$ cat src/design/capture_compare_unit_defs.vh
// Summary of operation
// Capture latches selected timer on chosen event.
// Compare match on selected timer changes channel output.
// Successive matches form timing sequences and PWM.
// At most ten separate interrupt outputs.
// Each interrupt picks channel, pin or timer source.
// Two 16-bit timers, either serves any channel.
// Pins carry channel signal only when selected.
// First channel pin doubles as SPI interrupt input.
// Pins undriven with pull-down during and after reset.
// Timers step once per tick, wrap to zero.
// Interrupt flags stay set until software clears.
`ifndef UNIT_DEFS_VH
`define UNIT_DEFS_VH

// Register byte offsets on the Avalon-MM slave.
`define ADDR_TCTRL 6'h00
`define ADDR_PRESC 6'h04
`define ADDR_T0_TOP 6'h08
`define ADDR_T1_TOP 6'h0c
`define ADDR_T0_CNT 6'h10
`define ADDR_T1_CNT 6'h14
`define ADDR_CH0_CFG 6'h18
`define ADDR_CH1_CFG 6'h1c
`define ADDR_CH0_VAL 6'h20
`define ADDR_CH1_VAL 6'h24
`define ADDR_GPIO 6'h28
`define ADDR_INT_STAT 6'h2c
`define ADDR_INT_MASK 6'h30
`define ADDR_INT_SEL 6'h34

// Timer control fields.
`define TCTRL_EN0 0
`define TCTRL_EN1 1
`define TCTRL_CLR0 2
`define TCTRL_CLR1 3

// Channel configuration fields.
`define CFG_MODE_LSB 0
`define CFG_TSEL 2
`define CFG_EDGE_LSB 3
`define CFG_ACT_LSB 5
`define CFG_WRAP_SET 7
`define CFG_W 8

// Channel modes.
`define MODE_GPIO 2'h0
`define MODE_CAP 2'h1
`define MODE_CMP 2'h2

// Capture event choices.
`define EDGE_RISE 2'h0
`define EDGE_FALL 2'h1
`define EDGE_BOTH 2'h2
`define EDGE_INT 2'h3

// Compare match actions.
`define ACT_SET 2'h0
`define ACT_CLR 2'h1
`define ACT_TOG 2'h2

// GPIO register fields.
`define GPIO_OUT_LSB 0
`define GPIO_OE_LSB 2
`define GPIO_IN_LSB 4

// Interrupt source codes.
`define SRC_NONE 3'h0
`define SRC_CH0 3'h1
`define SRC_CH1 3'h2
`define SRC_PIN_A 3'h3
`define SRC_PIN_B 3'h4
`define SRC_T0 3'h5
`define SRC_T1 3'h6
`define SRC_W 3

// Reset values.
`define RST_TOP 16'hffff
`define RST_PRESC 32'h00000000
`define RST_CFG 8'h00

`endif

$ cat src/design/capture_compare_unit_timer.v
`timescale 1ns/1ps
`default_nettype none
`include "capture_compare_unit_defs.vh"

module tick_timer #(
   parameter W = 16
) (
   input wire clk_i,
   input wire rst_b_i,
   input wire en_i,
   input wire clr_i,
   input wire [W-1:0] div_i,
   input wire [W-1:0] top_i,
   output wire [W-1:0] count_o,
   output wire step_o,
   output wire wrap_o
);

   reg [W-1:0] pre_q;
   reg [W-1:0] cnt_q;
   reg step_q;
   reg wrap_q;

   // A tick occurs every div_i+1 clocks; step and wrap pulse one cycle.
   always @(posedge clk_i) begin
      if (!rst_b_i) begin
         pre_q <= {W{1'b0}};
         cnt_q <= {W{1'b0}};
         step_q <= 1'b0;
         wrap_q <= 1'b0;
      end else if (clr_i) begin
         pre_q <= {W{1'b0}};
         cnt_q <= {W{1'b0}};
         step_q <= 1'b0;
         wrap_q <= 1'b0;
      end else begin
         step_q <= 1'b0;
         wrap_q <= 1'b0;
         if (en_i) begin
            if (pre_q >= div_i) begin
               pre_q <= {W{1'b0}};
               step_q <= 1'b1;
               if (cnt_q >= top_i) begin
                  cnt_q <= {W{1'b0}};
                  wrap_q <= 1'b1;
               end else begin
                  cnt_q <= cnt_q + {{(W-1){1'b0}}, 1'b1};
               end
            end else begin
               pre_q <= pre_q + {{(W-1){1'b0}}, 1'b1};
            end
         end
      end
   end

   assign count_o = cnt_q;
   assign step_o = step_q;
   assign wrap_o = wrap_q;

endmodule
`default_nettype wire

$ cat src/design/capture_compare_unit.v
`timescale 1ns/1ps
`default_nettype none
`include "capture_compare_unit_defs.vh"

module capture_compare_unit #(
   parameter CNT_W = 16,
   parameter NUM_IRQ = 10
) (
   input wire clk_i,
   input wire rst_b_i,
   input wire [5:0] avs_address_i,
   input wire avs_read_i,
   input wire avs_write_i,
   input wire [31:0] avs_writedata_i,
   output wire [31:0] avs_readdata_o,
   output wire avs_waitrequest_o,
   input wire channel_pin_a_i,
   output wire channel_pin_a_o,
   output wire channel_pin_a_oe_b_o,
   output wire channel_pin_a_pd_o,
   input wire channel_pin_b_i,
   output wire channel_pin_b_o,
   output wire channel_pin_b_oe_b_o,
   output wire channel_pin_b_pd_o,
   output wire spi_irq_o,
   output wire [NUM_IRQ-1:0] irq_lines_o,
   output wire irq_o
);

   ////////////////////////////////////////////////////////////////////////////
   // Declarations.
   reg wait_q;
   reg [31:0] rdata_q;
   reg [31:0] rdata_d;
   reg [1:0] ten_q;
   reg [31:0] presc_q;
   reg [CNT_W-1:0] top0_q;
   reg [CNT_W-1:0] top1_q;
   reg [2*`CFG_W-1:0] cfg_q;
   reg [2*CNT_W-1:0] val_q;
   reg [1:0] out_q;
   reg [1:0] gout_q;
   reg [1:0] goe_q;
   reg [NUM_IRQ-1:0] stat_q;
   reg [NUM_IRQ-1:0] mask_q;
   reg [`SRC_W*NUM_IRQ-1:0] isel_q;
   reg [1:0] s1_q;
   reg [1:0] s2_q;
   reg [1:0] s3_q;
   reg [1:0] lvl_q;
   reg [1:0] lvl_prev_q;
   reg [1:0] pin_o_q;
   reg [1:0] oe_b_q;
   reg [1:0] pd_q;
   reg spi_irq_q;
   reg [NUM_IRQ-1:0] lines_q;
   reg irq_q;
   wire [2*CNT_W-1:0] cnt_w;
   wire [1:0] step_w;
   wire [1:0] wrap_w;
   wire [1:0] pin_in;
   wire [1:0] agree;
   wire [1:0] rise;
   wire [1:0] fall;
   wire req_seen;
   wire wr_go;
   reg [1:0] cap_ev;
   reg [1:0] cmp_ev;
   reg [1:0] twrap;
   reg [1:0] drive;
   reg [2*CNT_W-1:0] tcount;
   reg [7:0] src;
   reg [NUM_IRQ-1:0] set_v;
   integer c, cr, cd, cp;
   integer k;
   genvar t;

   ////////////////////////////////////////////////////////////////////////////
   // Helpers.
   // Returns the count of the timer a channel has selected.
   function [CNT_W-1:0] pick_count;
      input sel;
      input [2*CNT_W-1:0] counts;
      begin
         pick_count = sel ? counts[2*CNT_W-1:CNT_W] : counts[CNT_W-1:0];
      end
   endfunction

   // Returns the timer pulse of the selected or of the other timer.
   function pick_bit;
      input sel;
      input [1:0] bits;
      begin
         pick_bit = sel ? bits[1] : bits[0];
      end
   endfunction

   ////////////////////////////////////////////////////////////////////////////
   // Avalon-MM slave: one wait cycle, then writes land and read data stand.
   assign req_seen = (avs_read_i | avs_write_i) & wait_q;
   assign wr_go = avs_write_i & ~wait_q;

   always @(posedge clk_i) begin
      if (!rst_b_i) begin
         wait_q <= 1'b1;
         rdata_q <= 32'h00000000;
      end else begin
         wait_q <= ~req_seen;
         if (req_seen & avs_read_i) begin
            rdata_q <= rdata_d;
         end
      end
   end

   always @* begin
      rdata_d = 32'h00000000;
      if (avs_address_i == `ADDR_TCTRL) begin
         rdata_d = {30'h00000000, ten_q};
      end else if (avs_address_i == `ADDR_PRESC) begin
         rdata_d = presc_q;
      end else if (avs_address_i == `ADDR_T0_TOP) begin
         rdata_d[CNT_W-1:0] = top0_q;
      end else if (avs_address_i == `ADDR_T1_TOP) begin
         rdata_d[CNT_W-1:0] = top1_q;
      end else if (avs_address_i == `ADDR_T0_CNT) begin
         rdata_d[CNT_W-1:0] = cnt_w[CNT_W-1:0];
      end else if (avs_address_i == `ADDR_T1_CNT) begin
         rdata_d[CNT_W-1:0] = cnt_w[2*CNT_W-1:CNT_W];
      end else if (avs_address_i == `ADDR_CH0_CFG) begin
         rdata_d[`CFG_W-1:0] = cfg_q[`CFG_W-1:0];
      end else if (avs_address_i == `ADDR_CH1_CFG) begin
         rdata_d[`CFG_W-1:0] = cfg_q[2*`CFG_W-1:`CFG_W];
      end else if (avs_address_i == `ADDR_CH0_VAL) begin
         rdata_d[CNT_W-1:0] = val_q[CNT_W-1:0];
      end else if (avs_address_i == `ADDR_CH1_VAL) begin
         rdata_d[CNT_W-1:0] = val_q[2*CNT_W-1:CNT_W];
      end else if (avs_address_i == `ADDR_GPIO) begin
         rdata_d[`GPIO_OUT_LSB+1:`GPIO_OUT_LSB] = gout_q;
         rdata_d[`GPIO_OE_LSB+1:`GPIO_OE_LSB] = goe_q;
         rdata_d[`GPIO_IN_LSB+1:`GPIO_IN_LSB] = lvl_q;
      end else if (avs_address_i == `ADDR_INT_STAT) begin
         rdata_d[NUM_IRQ-1:0] = stat_q;
      end else if (avs_address_i == `ADDR_INT_MASK) begin
         rdata_d[NUM_IRQ-1:0] = mask_q;
      end else if (avs_address_i == `ADDR_INT_SEL) begin
         rdata_d[`SRC_W*NUM_IRQ-1:0] = isel_q;
      end
   end

   ////////////////////////////////////////////////////////////////////////////
   // Control registers written by software.

   always @(posedge clk_i) begin
      if (!rst_b_i) begin
         ten_q <= 2'h0;
         presc_q <= `RST_PRESC;
         top0_q <= `RST_TOP;
         top1_q <= `RST_TOP;
         gout_q <= 2'h0;
         goe_q <= 2'h0;
         mask_q <= {NUM_IRQ{1'b0}};
         isel_q <= {(`SRC_W*NUM_IRQ){1'b0}};
      end else if (wr_go) begin
         if (avs_address_i == `ADDR_TCTRL) begin
            ten_q <= avs_writedata_i[`TCTRL_EN1:`TCTRL_EN0];
         end else if (avs_address_i == `ADDR_PRESC) begin
            presc_q <= avs_writedata_i;
         end else if (avs_address_i == `ADDR_T0_TOP) begin
            top0_q <= avs_writedata_i[CNT_W-1:0];
         end else if (avs_address_i == `ADDR_T1_TOP) begin
            top1_q <= avs_writedata_i[CNT_W-1:0];
         end else if (avs_address_i == `ADDR_GPIO) begin
            gout_q <= avs_writedata_i[`GPIO_OUT_LSB+1:`GPIO_OUT_LSB];
            goe_q <= avs_writedata_i[`GPIO_OE_LSB+1:`GPIO_OE_LSB];
         end else if (avs_address_i == `ADDR_INT_MASK) begin
            mask_q <= avs_writedata_i[NUM_IRQ-1:0];
         end else if (avs_address_i == `ADDR_INT_SEL) begin
            isel_q <= avs_writedata_i[`SRC_W*NUM_IRQ-1:0];
         end
      end
   end

   ////////////////////////////////////////////////////////////////////////////
   // Two timers, either one usable by any channel.

   generate
      for (t = 0; t < 2; t = t + 1) begin : g_tmr
         tick_timer #(
            .W(CNT_W)
         ) u_tmr (
            .clk_i(clk_i),
            .rst_b_i(rst_b_i),
            .en_i(ten_q[t]),
            .clr_i(wr_go && (avs_address_i == `ADDR_TCTRL) &&
                   avs_writedata_i[`TCTRL_CLR0+t]),
            .div_i(presc_q[t*16 +: CNT_W]),
            .top_i(t == 0 ? top0_q : top1_q),
            .count_o(cnt_w[t*CNT_W +: CNT_W]),
            .step_o(step_w[t]),
            .wrap_o(wrap_w[t])
         );
      end
   endgenerate

   ////////////////////////////////////////////////////////////////////////////
   // Pin input synchronisers: a level counts once stages two and three agree.

   assign pin_in = {channel_pin_b_i, channel_pin_a_i};
   assign agree = ~(s2_q ^ s3_q);
   assign rise = lvl_q & ~lvl_prev_q;
   assign fall = ~lvl_q & lvl_prev_q;

   always @(posedge clk_i) begin
      if (!rst_b_i) begin
         s1_q <= 2'h0;
         s2_q <= 2'h0;
         s3_q <= 2'h0;
         lvl_q <= 2'h0;
         lvl_prev_q <= 2'h0;
      end else begin
         s1_q <= pin_in;
         s2_q <= s1_q;
         s3_q <= s2_q;
         lvl_q <= (agree & s3_q) | (~agree & lvl_q);
         lvl_prev_q <= lvl_q;
      end
   end

   ////////////////////////////////////////////////////////////////////////////
   // Channel events.

   always @* begin
      cap_ev = 2'h0;
      cmp_ev = 2'h0;
      twrap = 2'h0;
      tcount = {(2*CNT_W){1'b0}};
      for (c = 0; c < 2; c = c + 1) begin
         tcount[c*CNT_W +: CNT_W] =
            pick_count(cfg_q[c*`CFG_W+`CFG_TSEL], cnt_w);
         twrap[c] = pick_bit(cfg_q[c*`CFG_W+`CFG_TSEL], wrap_w);
         if (cfg_q[c*`CFG_W+`CFG_MODE_LSB +: 2] == `MODE_CAP) begin
            case (cfg_q[c*`CFG_W+`CFG_EDGE_LSB +: 2])
               `EDGE_RISE: cap_ev[c] = rise[c];
               `EDGE_FALL: cap_ev[c] = fall[c];
               `EDGE_BOTH: cap_ev[c] = rise[c] | fall[c];
               default: cap_ev[c] =
                  pick_bit(~cfg_q[c*`CFG_W+`CFG_TSEL], wrap_w);
            endcase
         end
         if (cfg_q[c*`CFG_W+`CFG_MODE_LSB +: 2] == `MODE_CMP) begin
            cmp_ev[c] = pick_bit(cfg_q[c*`CFG_W+`CFG_TSEL], step_w) &&
               (tcount[c*CNT_W +: CNT_W] == val_q[c*CNT_W +: CNT_W]);
         end
      end
   end

   // Capture takes priority over a software write to the value register.
   always @(posedge clk_i) begin
      if (!rst_b_i) begin
         cfg_q <= {2{`RST_CFG}};
         val_q <= {(2*CNT_W){1'b0}};
         out_q <= 2'h0;
      end else begin
         for (cr = 0; cr < 2; cr = cr + 1) begin
            if (wr_go &&
                  (avs_address_i == `ADDR_CH0_CFG + {cr[3:0], 2'h0})) begin
               cfg_q[cr*`CFG_W +: `CFG_W] <= avs_writedata_i[`CFG_W-1:0];
            end
            if (cap_ev[cr]) begin
               val_q[cr*CNT_W +: CNT_W] <= tcount[cr*CNT_W +: CNT_W];
            end else if (wr_go &&
                  (avs_address_i == `ADDR_CH0_VAL + {cr[3:0], 2'h0})) begin
               val_q[cr*CNT_W +: CNT_W] <= avs_writedata_i[CNT_W-1:0];
            end
            if (cmp_ev[cr]) begin
               case (cfg_q[cr*`CFG_W+`CFG_ACT_LSB +: 2])
                  `ACT_SET: out_q[cr] <= 1'b1;
                  `ACT_CLR: out_q[cr] <= 1'b0;
                  default: out_q[cr] <= ~out_q[cr];
               endcase
            end else if (twrap[cr] && cfg_q[cr*`CFG_W+`CFG_WRAP_SET]) begin
               out_q[cr] <= 1'b1;
            end
         end
      end
   end

   ////////////////////////////////////////////////////////////////////////////
   // Pin drivers: channel output in compare mode, GPIO when unselected.

   always @* begin
      for (cd = 0; cd < 2; cd = cd + 1) begin
         if (cfg_q[cd*`CFG_W+`CFG_MODE_LSB +: 2] == `MODE_CMP) begin
            drive[cd] = 1'b1;
         end else if (cfg_q[cd*`CFG_W+`CFG_MODE_LSB +: 2] == `MODE_GPIO) begin
            drive[cd] = goe_q[cd];
         end else begin
            drive[cd] = 1'b0;
         end
      end
   end

   always @(posedge clk_i) begin
      if (!rst_b_i) begin
         pin_o_q <= 2'h0;
         oe_b_q <= 2'h3;
         pd_q <= 2'h3;
         spi_irq_q <= 1'b0;
      end else begin
         for (cp = 0; cp < 2; cp = cp + 1) begin
            if (cfg_q[cp*`CFG_W+`CFG_MODE_LSB +: 2] == `MODE_CMP) begin
               pin_o_q[cp] <= out_q[cp];
            end else begin
               pin_o_q[cp] <= gout_q[cp];
            end
         end
         oe_b_q <= ~drive;
         pd_q <= ~drive;
         spi_irq_q <= lvl_q[0];
      end
   end

   ////////////////////////////////////////////////////////////////////////////
   // Interrupts: a selectable source per line, sticky status, mask.

   always @* begin
      src = 8'h00;
      src[`SRC_CH0] = cap_ev[0] | cmp_ev[0];
      src[`SRC_CH1] = cap_ev[1] | cmp_ev[1];
      src[`SRC_PIN_A] = rise[0] | fall[0];
      src[`SRC_PIN_B] = rise[1] | fall[1];
      src[`SRC_T0] = wrap_w[0];
      src[`SRC_T1] = wrap_w[1];
      set_v = {NUM_IRQ{1'b0}};
      for (k = 0; k < NUM_IRQ; k = k + 1) begin
         set_v[k] = src[isel_q[k*`SRC_W +: `SRC_W]];
      end
   end

   always @(posedge clk_i) begin
      if (!rst_b_i) begin
         stat_q <= {NUM_IRQ{1'b0}};
         lines_q <= {NUM_IRQ{1'b0}};
         irq_q <= 1'b0;
      end else begin
         if (wr_go && (avs_address_i == `ADDR_INT_STAT)) begin
            stat_q <= (stat_q & ~avs_writedata_i[NUM_IRQ-1:0]) | set_v;
         end else begin
            stat_q <= stat_q | set_v;
         end
         lines_q <= stat_q & mask_q;
         irq_q <= |(stat_q & mask_q);
      end
   end

   assign avs_readdata_o = rdata_q;
   assign avs_waitrequest_o = wait_q;
   assign channel_pin_a_o = pin_o_q[0];
   assign channel_pin_a_oe_b_o = oe_b_q[0];
   assign channel_pin_a_pd_o = pd_q[0];
   assign channel_pin_b_o = pin_o_q[1];
   assign channel_pin_b_oe_b_o = oe_b_q[1];
   assign channel_pin_b_pd_o = pd_q[1];
   assign spi_irq_o = spi_irq_q;
   assign irq_lines_o = lines_q;
   assign irq_o = irq_q;
endmodule
`default_nettype wire

$ cat config.mk
export PLATFORM = sky130hd
export DESIGN_NAME = capture_compare_unit
export DESIGN_NICKNAME = d
export VERILOG_FILES = /design/src/design/capture_compare_unit_timer.v /design/src/design/capture_compare_unit.v
export VERILOG_INCLUDE_DIRS = /design/src /design/src/design
export SDC_FILE = /design/constraint.sdc
export NUM_CORES = 1
export LEC_CHECK = 0
export BUFFER_PORTS_ARGS = -buffer_cell sky130_fd_sc_hd__buf_2
export CAP_MARGIN = 0
export CORE_MARGIN = 4
export CORE_UTILIZATION = 56
export CTS_CLUSTER_DIAMETER = 150
export CTS_CLUSTER_SIZE = 14
export DETAILED_ROUTE_END_ITERATION = 16
export PLACE_DENSITY = 0.86
export SYNTH_ARGS = -nofsm -noshare
export SYNTH_HDL_FRONTEND = slang
export SYNTH_SLANG_ARGS = --single-unit
$ cat constraint.sdc
create_clock -name clk_i -period 2.35 [get_ports clk_i]
set_input_delay 0 -clock clk_i [delete_from_list [all_inputs] [get_ports clk_i]]
set_output_delay 0 -clock clk_i [all_outputs]
set_load 0.05 [all_outputs]
# Word-level counts from Yosys, hierarchy flattened
# Index checks and enable logic that the tools add are counted.
[op_classes]
n_addsub = 4
multipliers = 0
div = 0
n_lt_le_gt_ge = 14
eq_ne = 25
shifts = 0
mux = 109
bitwise = 39
reduce_logical = 39
[op_table]
columns = ["operator", "count"]
rows = [
  ["2-to-1 mux 30 bit", 15],
  ["2-to-1 mux 16 bit", 16],
  ["2-to-1 mux 10 bit", 14],
  ["2-to-1 mux 14 bit", 6],
  ["adder 16 x 1 -> 16 bit (second input constant)", 4],
  [">= comparator 16 bit", 4],
  ["2-to-1 mux 22 bit", 2],
  ["< comparator 3 x 4 -> 1 bit (second input constant)", 10],
  ["2-to-1 mux 20 bit", 2],
  ["equality test 6 bit (second input constant)", 6],
  ["2-to-1 mux 1 bit", 34],
  ["equality test 16 bit", 2],
  ["2-to-1 mux 32 bit", 1],
  ["binary-select mux 1 bit (select 3 bit)", 10],
  ["equality test 6 x 5 -> 1 bit (second input constant)", 4],
  ["2-to-1 mux 24 bit", 1],
  ["bitwise AND 10 bit", 2],
  ["bitwise OR 10 bit", 2],
  ["2-to-1 mux 8 bit", 2],
  ["NOT 1 bit", 15],
  ["equality test 2 x 1 -> 1 bit (second input constant)", 6],
  ["equality test 6 x 4 -> 1 bit (second input constant)", 2],
  ["logical AND 1 bit", 12],
  ["zero test 2 bit", 6],
  ["26 further kinds", 52],
]
[word_totals]
reg_bits = 297
latch_bits = 0
ram_bits = 0
rom_bits = 0
in_bits = 44
out_inout_bits = 51
elab_cells = 265
mem_count = 0

# Longest topological paths before layout
[depth]
depth_word = 39
mapped_depth = 11
ltp_nobuf = 9

# Hierarchy
# A second synthesis with hierarchy kept.
[unflattened]
cells_unflattened = 2057
hier_area_um2 = 16528.4
[modules_own_cells]
columns = ["module", "instances", "cells_each", "area_per_inst_um2", "seq_area_each_um2"]
rows = [
  ["capture_compare_unit", 1, 1447, 11573.6, 4564.4],
  ["tick_timer", 2, 305, 2477.4, 680.7],
]

# Worst setup path after synthesis
# OpenSTA, ideal clock, no wires.
[synth_timing]
path_kind = "register -> register"
startpoint = "register g_tmr[0].u_tmr.pre_q[0]"
endpoint = "register g_tmr[0].u_tmr.cnt_q[3]"
setup_ps = 70
arrival_time_ps = 2347
required_ps = 2280
slack_ps = -67
path_stages_with_launch = 12
path_buffers = 2
period_less_slack_ps = 2417
path_cell_list = "dfxtp_1 -> inv_1 -> ha_1 -> nand2b_1 -> a211oi_1 -> o21ai_0 -> a41oi_1 -> and2_1 -> buf_2 -> buf_2 -> o21ai_0 -> a21oi_1"
[synth_between]
elab_chain_len = 2
[synth_rtl]
columns = ["element", "line", "rtl"]
rows = [
  ["start: declaration", "capture_compare_unit_timer.v:19", "reg [W-1:0] pre_q;"],
  ["start signal: assignment", "capture_compare_unit_timer.v:27", "pre_q <= {W{1'b0}};"],
  ["start signal: assignment", "capture_compare_unit_timer.v:32", "pre_q <= {W{1'b0}};"],
  ["start signal: assignment", "capture_compare_unit_timer.v:41", "pre_q <= {W{1'b0}};"],
  [">= comparator 16 bit", "capture_compare_unit_timer.v:40", "if (pre_q >= div_i) begin"],
  ["AND reduction 2 bit (no source line)", "--", ""],
  ["end signal: assignment", "capture_compare_unit_timer.v:33", "cnt_q <= {W{1'b0}};"],
  ["end signal: assignment", "capture_compare_unit_timer.v:44", "cnt_q <= {W{1'b0}};"],
  ["end signal: assignment", "capture_compare_unit_timer.v:47", "cnt_q <= cnt_q + {{(W-1){1'b0}}, 1'b1};"],
  ["end: declaration", "capture_compare_unit_timer.v:20", "reg [W-1:0] cnt_q;"],
]
# Every way passes these cells.
# A chain may end at the register's enable or synchronous reset.

# Worst setup path after layout
[layout_timing]
startpoint = "register presc_q[12]"
endpoint = "register g_tmr[0].u_tmr.cnt_q[6]"
[layout_between]
elab_chain_len = 2
[layout_rtl]
columns = ["element", "line", "rtl"]
rows = [
  ["start: declaration", "capture_compare_unit.v:36", "reg [31:0] presc_q;"],
  ["start signal: assignment", "capture_compare_unit.v:156", "presc_q <= `RST_PRESC;"],
  ["start signal: assignment", "capture_compare_unit.v:167", "presc_q <= avs_writedata_i;"],
  [">= comparator 16 bit", "capture_compare_unit_timer.v:40", ""],
  ["AND reduction 2 bit (no source line)", "--", ""],
]
# Every way passes these cells.

==> metrics.md <==
| Metric | Value |
|---|---|
| RSZ-0062 raised after global routing | true |
| HP Class | in2reg |
| Fillcell total | 2,208 |
| Clock share of power | 40.4% |
| Avg Cell Area, Syn | 8.250 sq um |
| Fin util | 68.27% |
| Max frequency | 418.6 MHz |
| P_int | 7096 uW |
| Via count | 16,200 |
| Total CTS buffers | 25 |
| PnR worst setup slack | -38.75 ps |
| Post-synth ARST share | 0% |
| Initial Utilization | 56.75% |
| Post-synth EDFFs | 0 |
| Synth Warn # | 0 |
| Kind of start point of the critical path | flop |
| First-pass DRT Iterations | 8 |
| Sequential share of the synthesized area | 37.58% |
| Run status | finished, violations left |
| Shortest period the worst path allows | 2389 ps |
| Leak | 0.007417 uW |
| Max stage delay on crit path | 320 ps |
| Post-Synthesis Net Count | 2,027 |
| Clk_skew | 36.42 ps |
| H-Tree Depth | 1 |
| Vias in the first global route | 15,300 |
| Data arrival, critical path | 2810 ps |
| First-pass GRT wire length | 87,460 um |
| Final ANT Viol Nets | 0 |
| Final wirelength | 59,180 um |
| Gate Count Post-Synth | 1,911 |
| Reg-to-reg slack, setup | -40 ps |
| DP Wirelength | 41,210 um |
| Slew Limit Fails | 0 |
| Reg-to-reg startpoint | presc_q[12] |
| WHS Path Cells | 4 |
| Pwr/cell area | 496.8 nW/um^2 |
| Buf+Inv Stages, Crit Path | 3 |
| Synthesized flop and latch total | 296 |
| Type of the worst setup path | reg2reg |
| Largest net degree at the start of global routing | 48 |
| Clock root buffer | clkbuf_16 |
| Max clock buf depth | 3 |
| Synth-to-layout area growth | 20.30% |
| R2R depth | 11 |
| Library cells used by synthesis | 73 |
| WHS Endpoint | ten_q[1] |
| Io pins | 95 |
| CP max-delay cell | dfxtp_2 |
| Layout cells sized above 1 | 18.99% |
| Number of core rows | 61 |
| Largest delay share family, worst path | compound AO/OA/AOI/OAI gates |
| CTS tree | built |
| Sw Pwr | 2326 uW |
| Residual DRC | 0 |
| Max-Slew Margin vs Limit | 57.69% |
| Initial antenna violation count | 2 |
| Port bufs | 94 |
| Die Ht | 175.8 um |
| Hold_sp | avs_write_i |
| Comb pwr share | 6.0% |
| Total GRT Usage | 35.96% |
| Final nets | 2,222 |
| Placer congestion estimate | 1.013 |
| Vias per cell | 6.516 |
| Place WS | -225.0 ps |
| Final Power | 9422 uW |
| RR Endpoint | g_tmr[0].u_tmr.count_o[6] |
| 1st-iter DRT viols | 2,033 |
| Max IR drop VDD | 396.6 uV |
| Failing checks | negative setup slack |
| WL/cell | 23.81 um |
| Worst-Skew Late Latency | 560 ps |
| Cell area after synthesis | 15,770 sq um |
| Grt ovf | 0 |
| Die footprint | 30,900 sq um |
| Worst slew pin tran | 634.7 ps |
| Worst Setup End Kind | flop |
| Clock tree sinks | 296 |
| Core ar. | 27,780 sq um |
| Worst-path maximum fanout | 5 |
| Fin crit share | 101.6% |
| Final setup viols | 3 |
| Worst EP required | 2770 ps |
| Main synth FF type | dfxtp_1 |
| Final hold viol count | 0 |
| Max Cap Viol | 0 |
| Flop pwr share | 53.5% |
| Die Width | 175.8 um |
| Critical-path cell list | inv_1 > ha_1 > and4_4 > o211a_1 > o311a_1 > a41oi_2 > and2_4 > buf_4 > buf_6 > o31ai_1 > a21oi_1 |
| Hold slack | 34.45 ps |
| Reg clk slew, reported paths | 80 ps |
| Switching part of the total | 24.69% |
==> placed cells by master (no fill, tap or decap), types with 18 or more instances in the layout <==
master	Yosys	final
o21ai_0	58	55
inv_1	96	91
clkbuf_16	0	29
buf_2	13	95
nor2_1	162	158
a22oi_1	18	18
xor2_1	36	36
a211oi_1	35	33
buf_4	4	148
a221oi_1	29	29
a21oi_1	173	167
nand3_1	44	44
nand2_1	265	263
ha_1	72	68
dfxtp_1	296	284
and3_1	40	40
o211ai_1	59	59
xnor2_1	45	43
nand4_1	28	28
nor3_1	26	23
dlygate4sd3_1	0	37
mux2i_1	80	69
==> power groups by stage <==
| stage | logic (uW) | registers, uW | clock network (uW) |
|---|---|---|---|
| finish | 569 | 5040 | 3810 |
| global route | 582 | 5040 | 3960 |
| CTS | 532 | 5040 | 3790 |
| detailed placement | 479 | 5160 | 0 |
| global placement | 475 | 5160 | 0 |
| floorplan | 239 | 5180 | 0 |
==> layer usage <==
layer / global-route usage, % / vias to the layer above / part of all wire, %
met3: 6.845 / 288 / 11
met4: 21.18 / 4 / 7.7
met1: 46.17 / 7639 / 37
met2: 56.49 / 1103 / 43
li1: - / 7165 / -
met5: 0 / - / 0.046
==> worst max-delay path by stage <==
stage / start / end / slack [ps] / cells after the start
final: presc_q[12] / g_tmr[0].u_tmr.count_o[6] / -40 / 11
after global routing: cfg_q[2] / stat_q[4] / -130 / 10
after floorplan: lvl_prev_q[0] / val_q[2] / 4 / 9
after global placement: cfg_q[2] / out_q[0] / -170 / 9
after detailed placement: cfg_q[2] / out_q[0] / -230 / 9
after CTS: cfg_q[2] / stat_q[6] / -40 / 10
==> kinds of logic (layout without fill, tap and decap cells) <==
logic type,Yosys count,in the layout,synth area share [%]
AO/OA/AOI/OAI,477,477,19.94
buffers and inverters,233,428,6.682
multiplexers,100,100,6.579
other,0,2,0
flip-flops,296,296,37.58
AND/OR/NAND/NOR,652,652,19.01
adder cells (fa/ha/maj),72,72,5.714
XOR/XNOR,81,81,4.500
==> synthesized netlist by cell type (all sizes together) (28+ instances only) <==
library cell	count	share of area [%]
xor2	36	2.0
mux2i	80	5.1
o211ai	59	2.8
xnor2	45	2.5
o21ai	60	2.0
clkbuf	107	3.2
buf	29	1.1
inv	97	2.3
and3	40	1.6
a221oi	29	1.6
nor2	167	4.1
a21oi	173	5.5
nand2	267	6.4
dfxtp	296	38
ha	72	5.7
nand3	44	1.4
a211oi	35	1.7
nand4	28	1.1
==> worst reg2reg max path, stage by stage, from the launching register on <==
cell,delay (ps)
dfxtp_2,320
inv_1,50
ha_1,280
and4_4,230
o211a_1,190
o311a_1,200
a41oi_2,50
and2_4,240
buf_4,150
buf_6,120
o31ai_1,320
a21oi_1,110
==> cell type report <==
cell class	instances	area [sq um]	area share (%)
Clock inverter	2	25.02	0.1319
Antenna cell	2	5.005	0.02639
Sequential cell	296	5941	31.32
Inverter	97	366.6	1.933
Multi-Input combinational cell	1382	9144	48.21
Timing Repair Buffer	304	2387	12.59
Tap cell	378	473.0	2.494
Clock buffer	25	625.6	3.298
==> what timing repair did <==
action / CTS / global route
setup endpoints to repair: 62 / 76
gates cloned: 0 / 7
setup buffers: 4 / 8
pin swaps: 9 / 23
resized for setup: 34 / 51
hold endpoints to repair: 132 / 0
hold buffers: 37 / 0
==> through the flow <==
stage	setup TNS [ps]	cell area [sq um]	cells
floorplan	0	15770	1911
global placement	-2165	17370	2401
detailed placement	-2576	17370	2401
CTS	-193.5	18590	2469
global route	-1762	18960	2484
finish	-57.40	18970	2486
==> state kept, by name, summed over array words and instances, names as in the netlist, 2 cells and up, named ones only <==
| register | cells |
|---|---|
| isel_q | 30 |
| s1_q | 2 |
| g_tmr.u_tmr.pre_q | 32 |
| s2_q | 2 |
| g_tmr.u_tmr.wrap_o | 2 |
| cfg_q | 16 |
| val_q | 32 |
| avs_readdata_o | 32 |
| mask_q | 10 |
| stat_q | 10 |
| s3_q | 2 |
| pd_q | 2 |
| ten_q | 2 |
| goe_q | 2 |
| top0_q | 16 |
| lvl_prev_q | 2 |
| presc_q | 32 |
| top1_q | 16 |
| irq_lines_o | 10 |
| gout_q | 2 |
| pin_o_q | 2 |
| g_tmr.u_tmr.step_o | 2 |
| g_tmr.u_tmr.count_o | 32 |
| out_q | 2 |
Note: power is estimated with default switching activity, not from simulation.
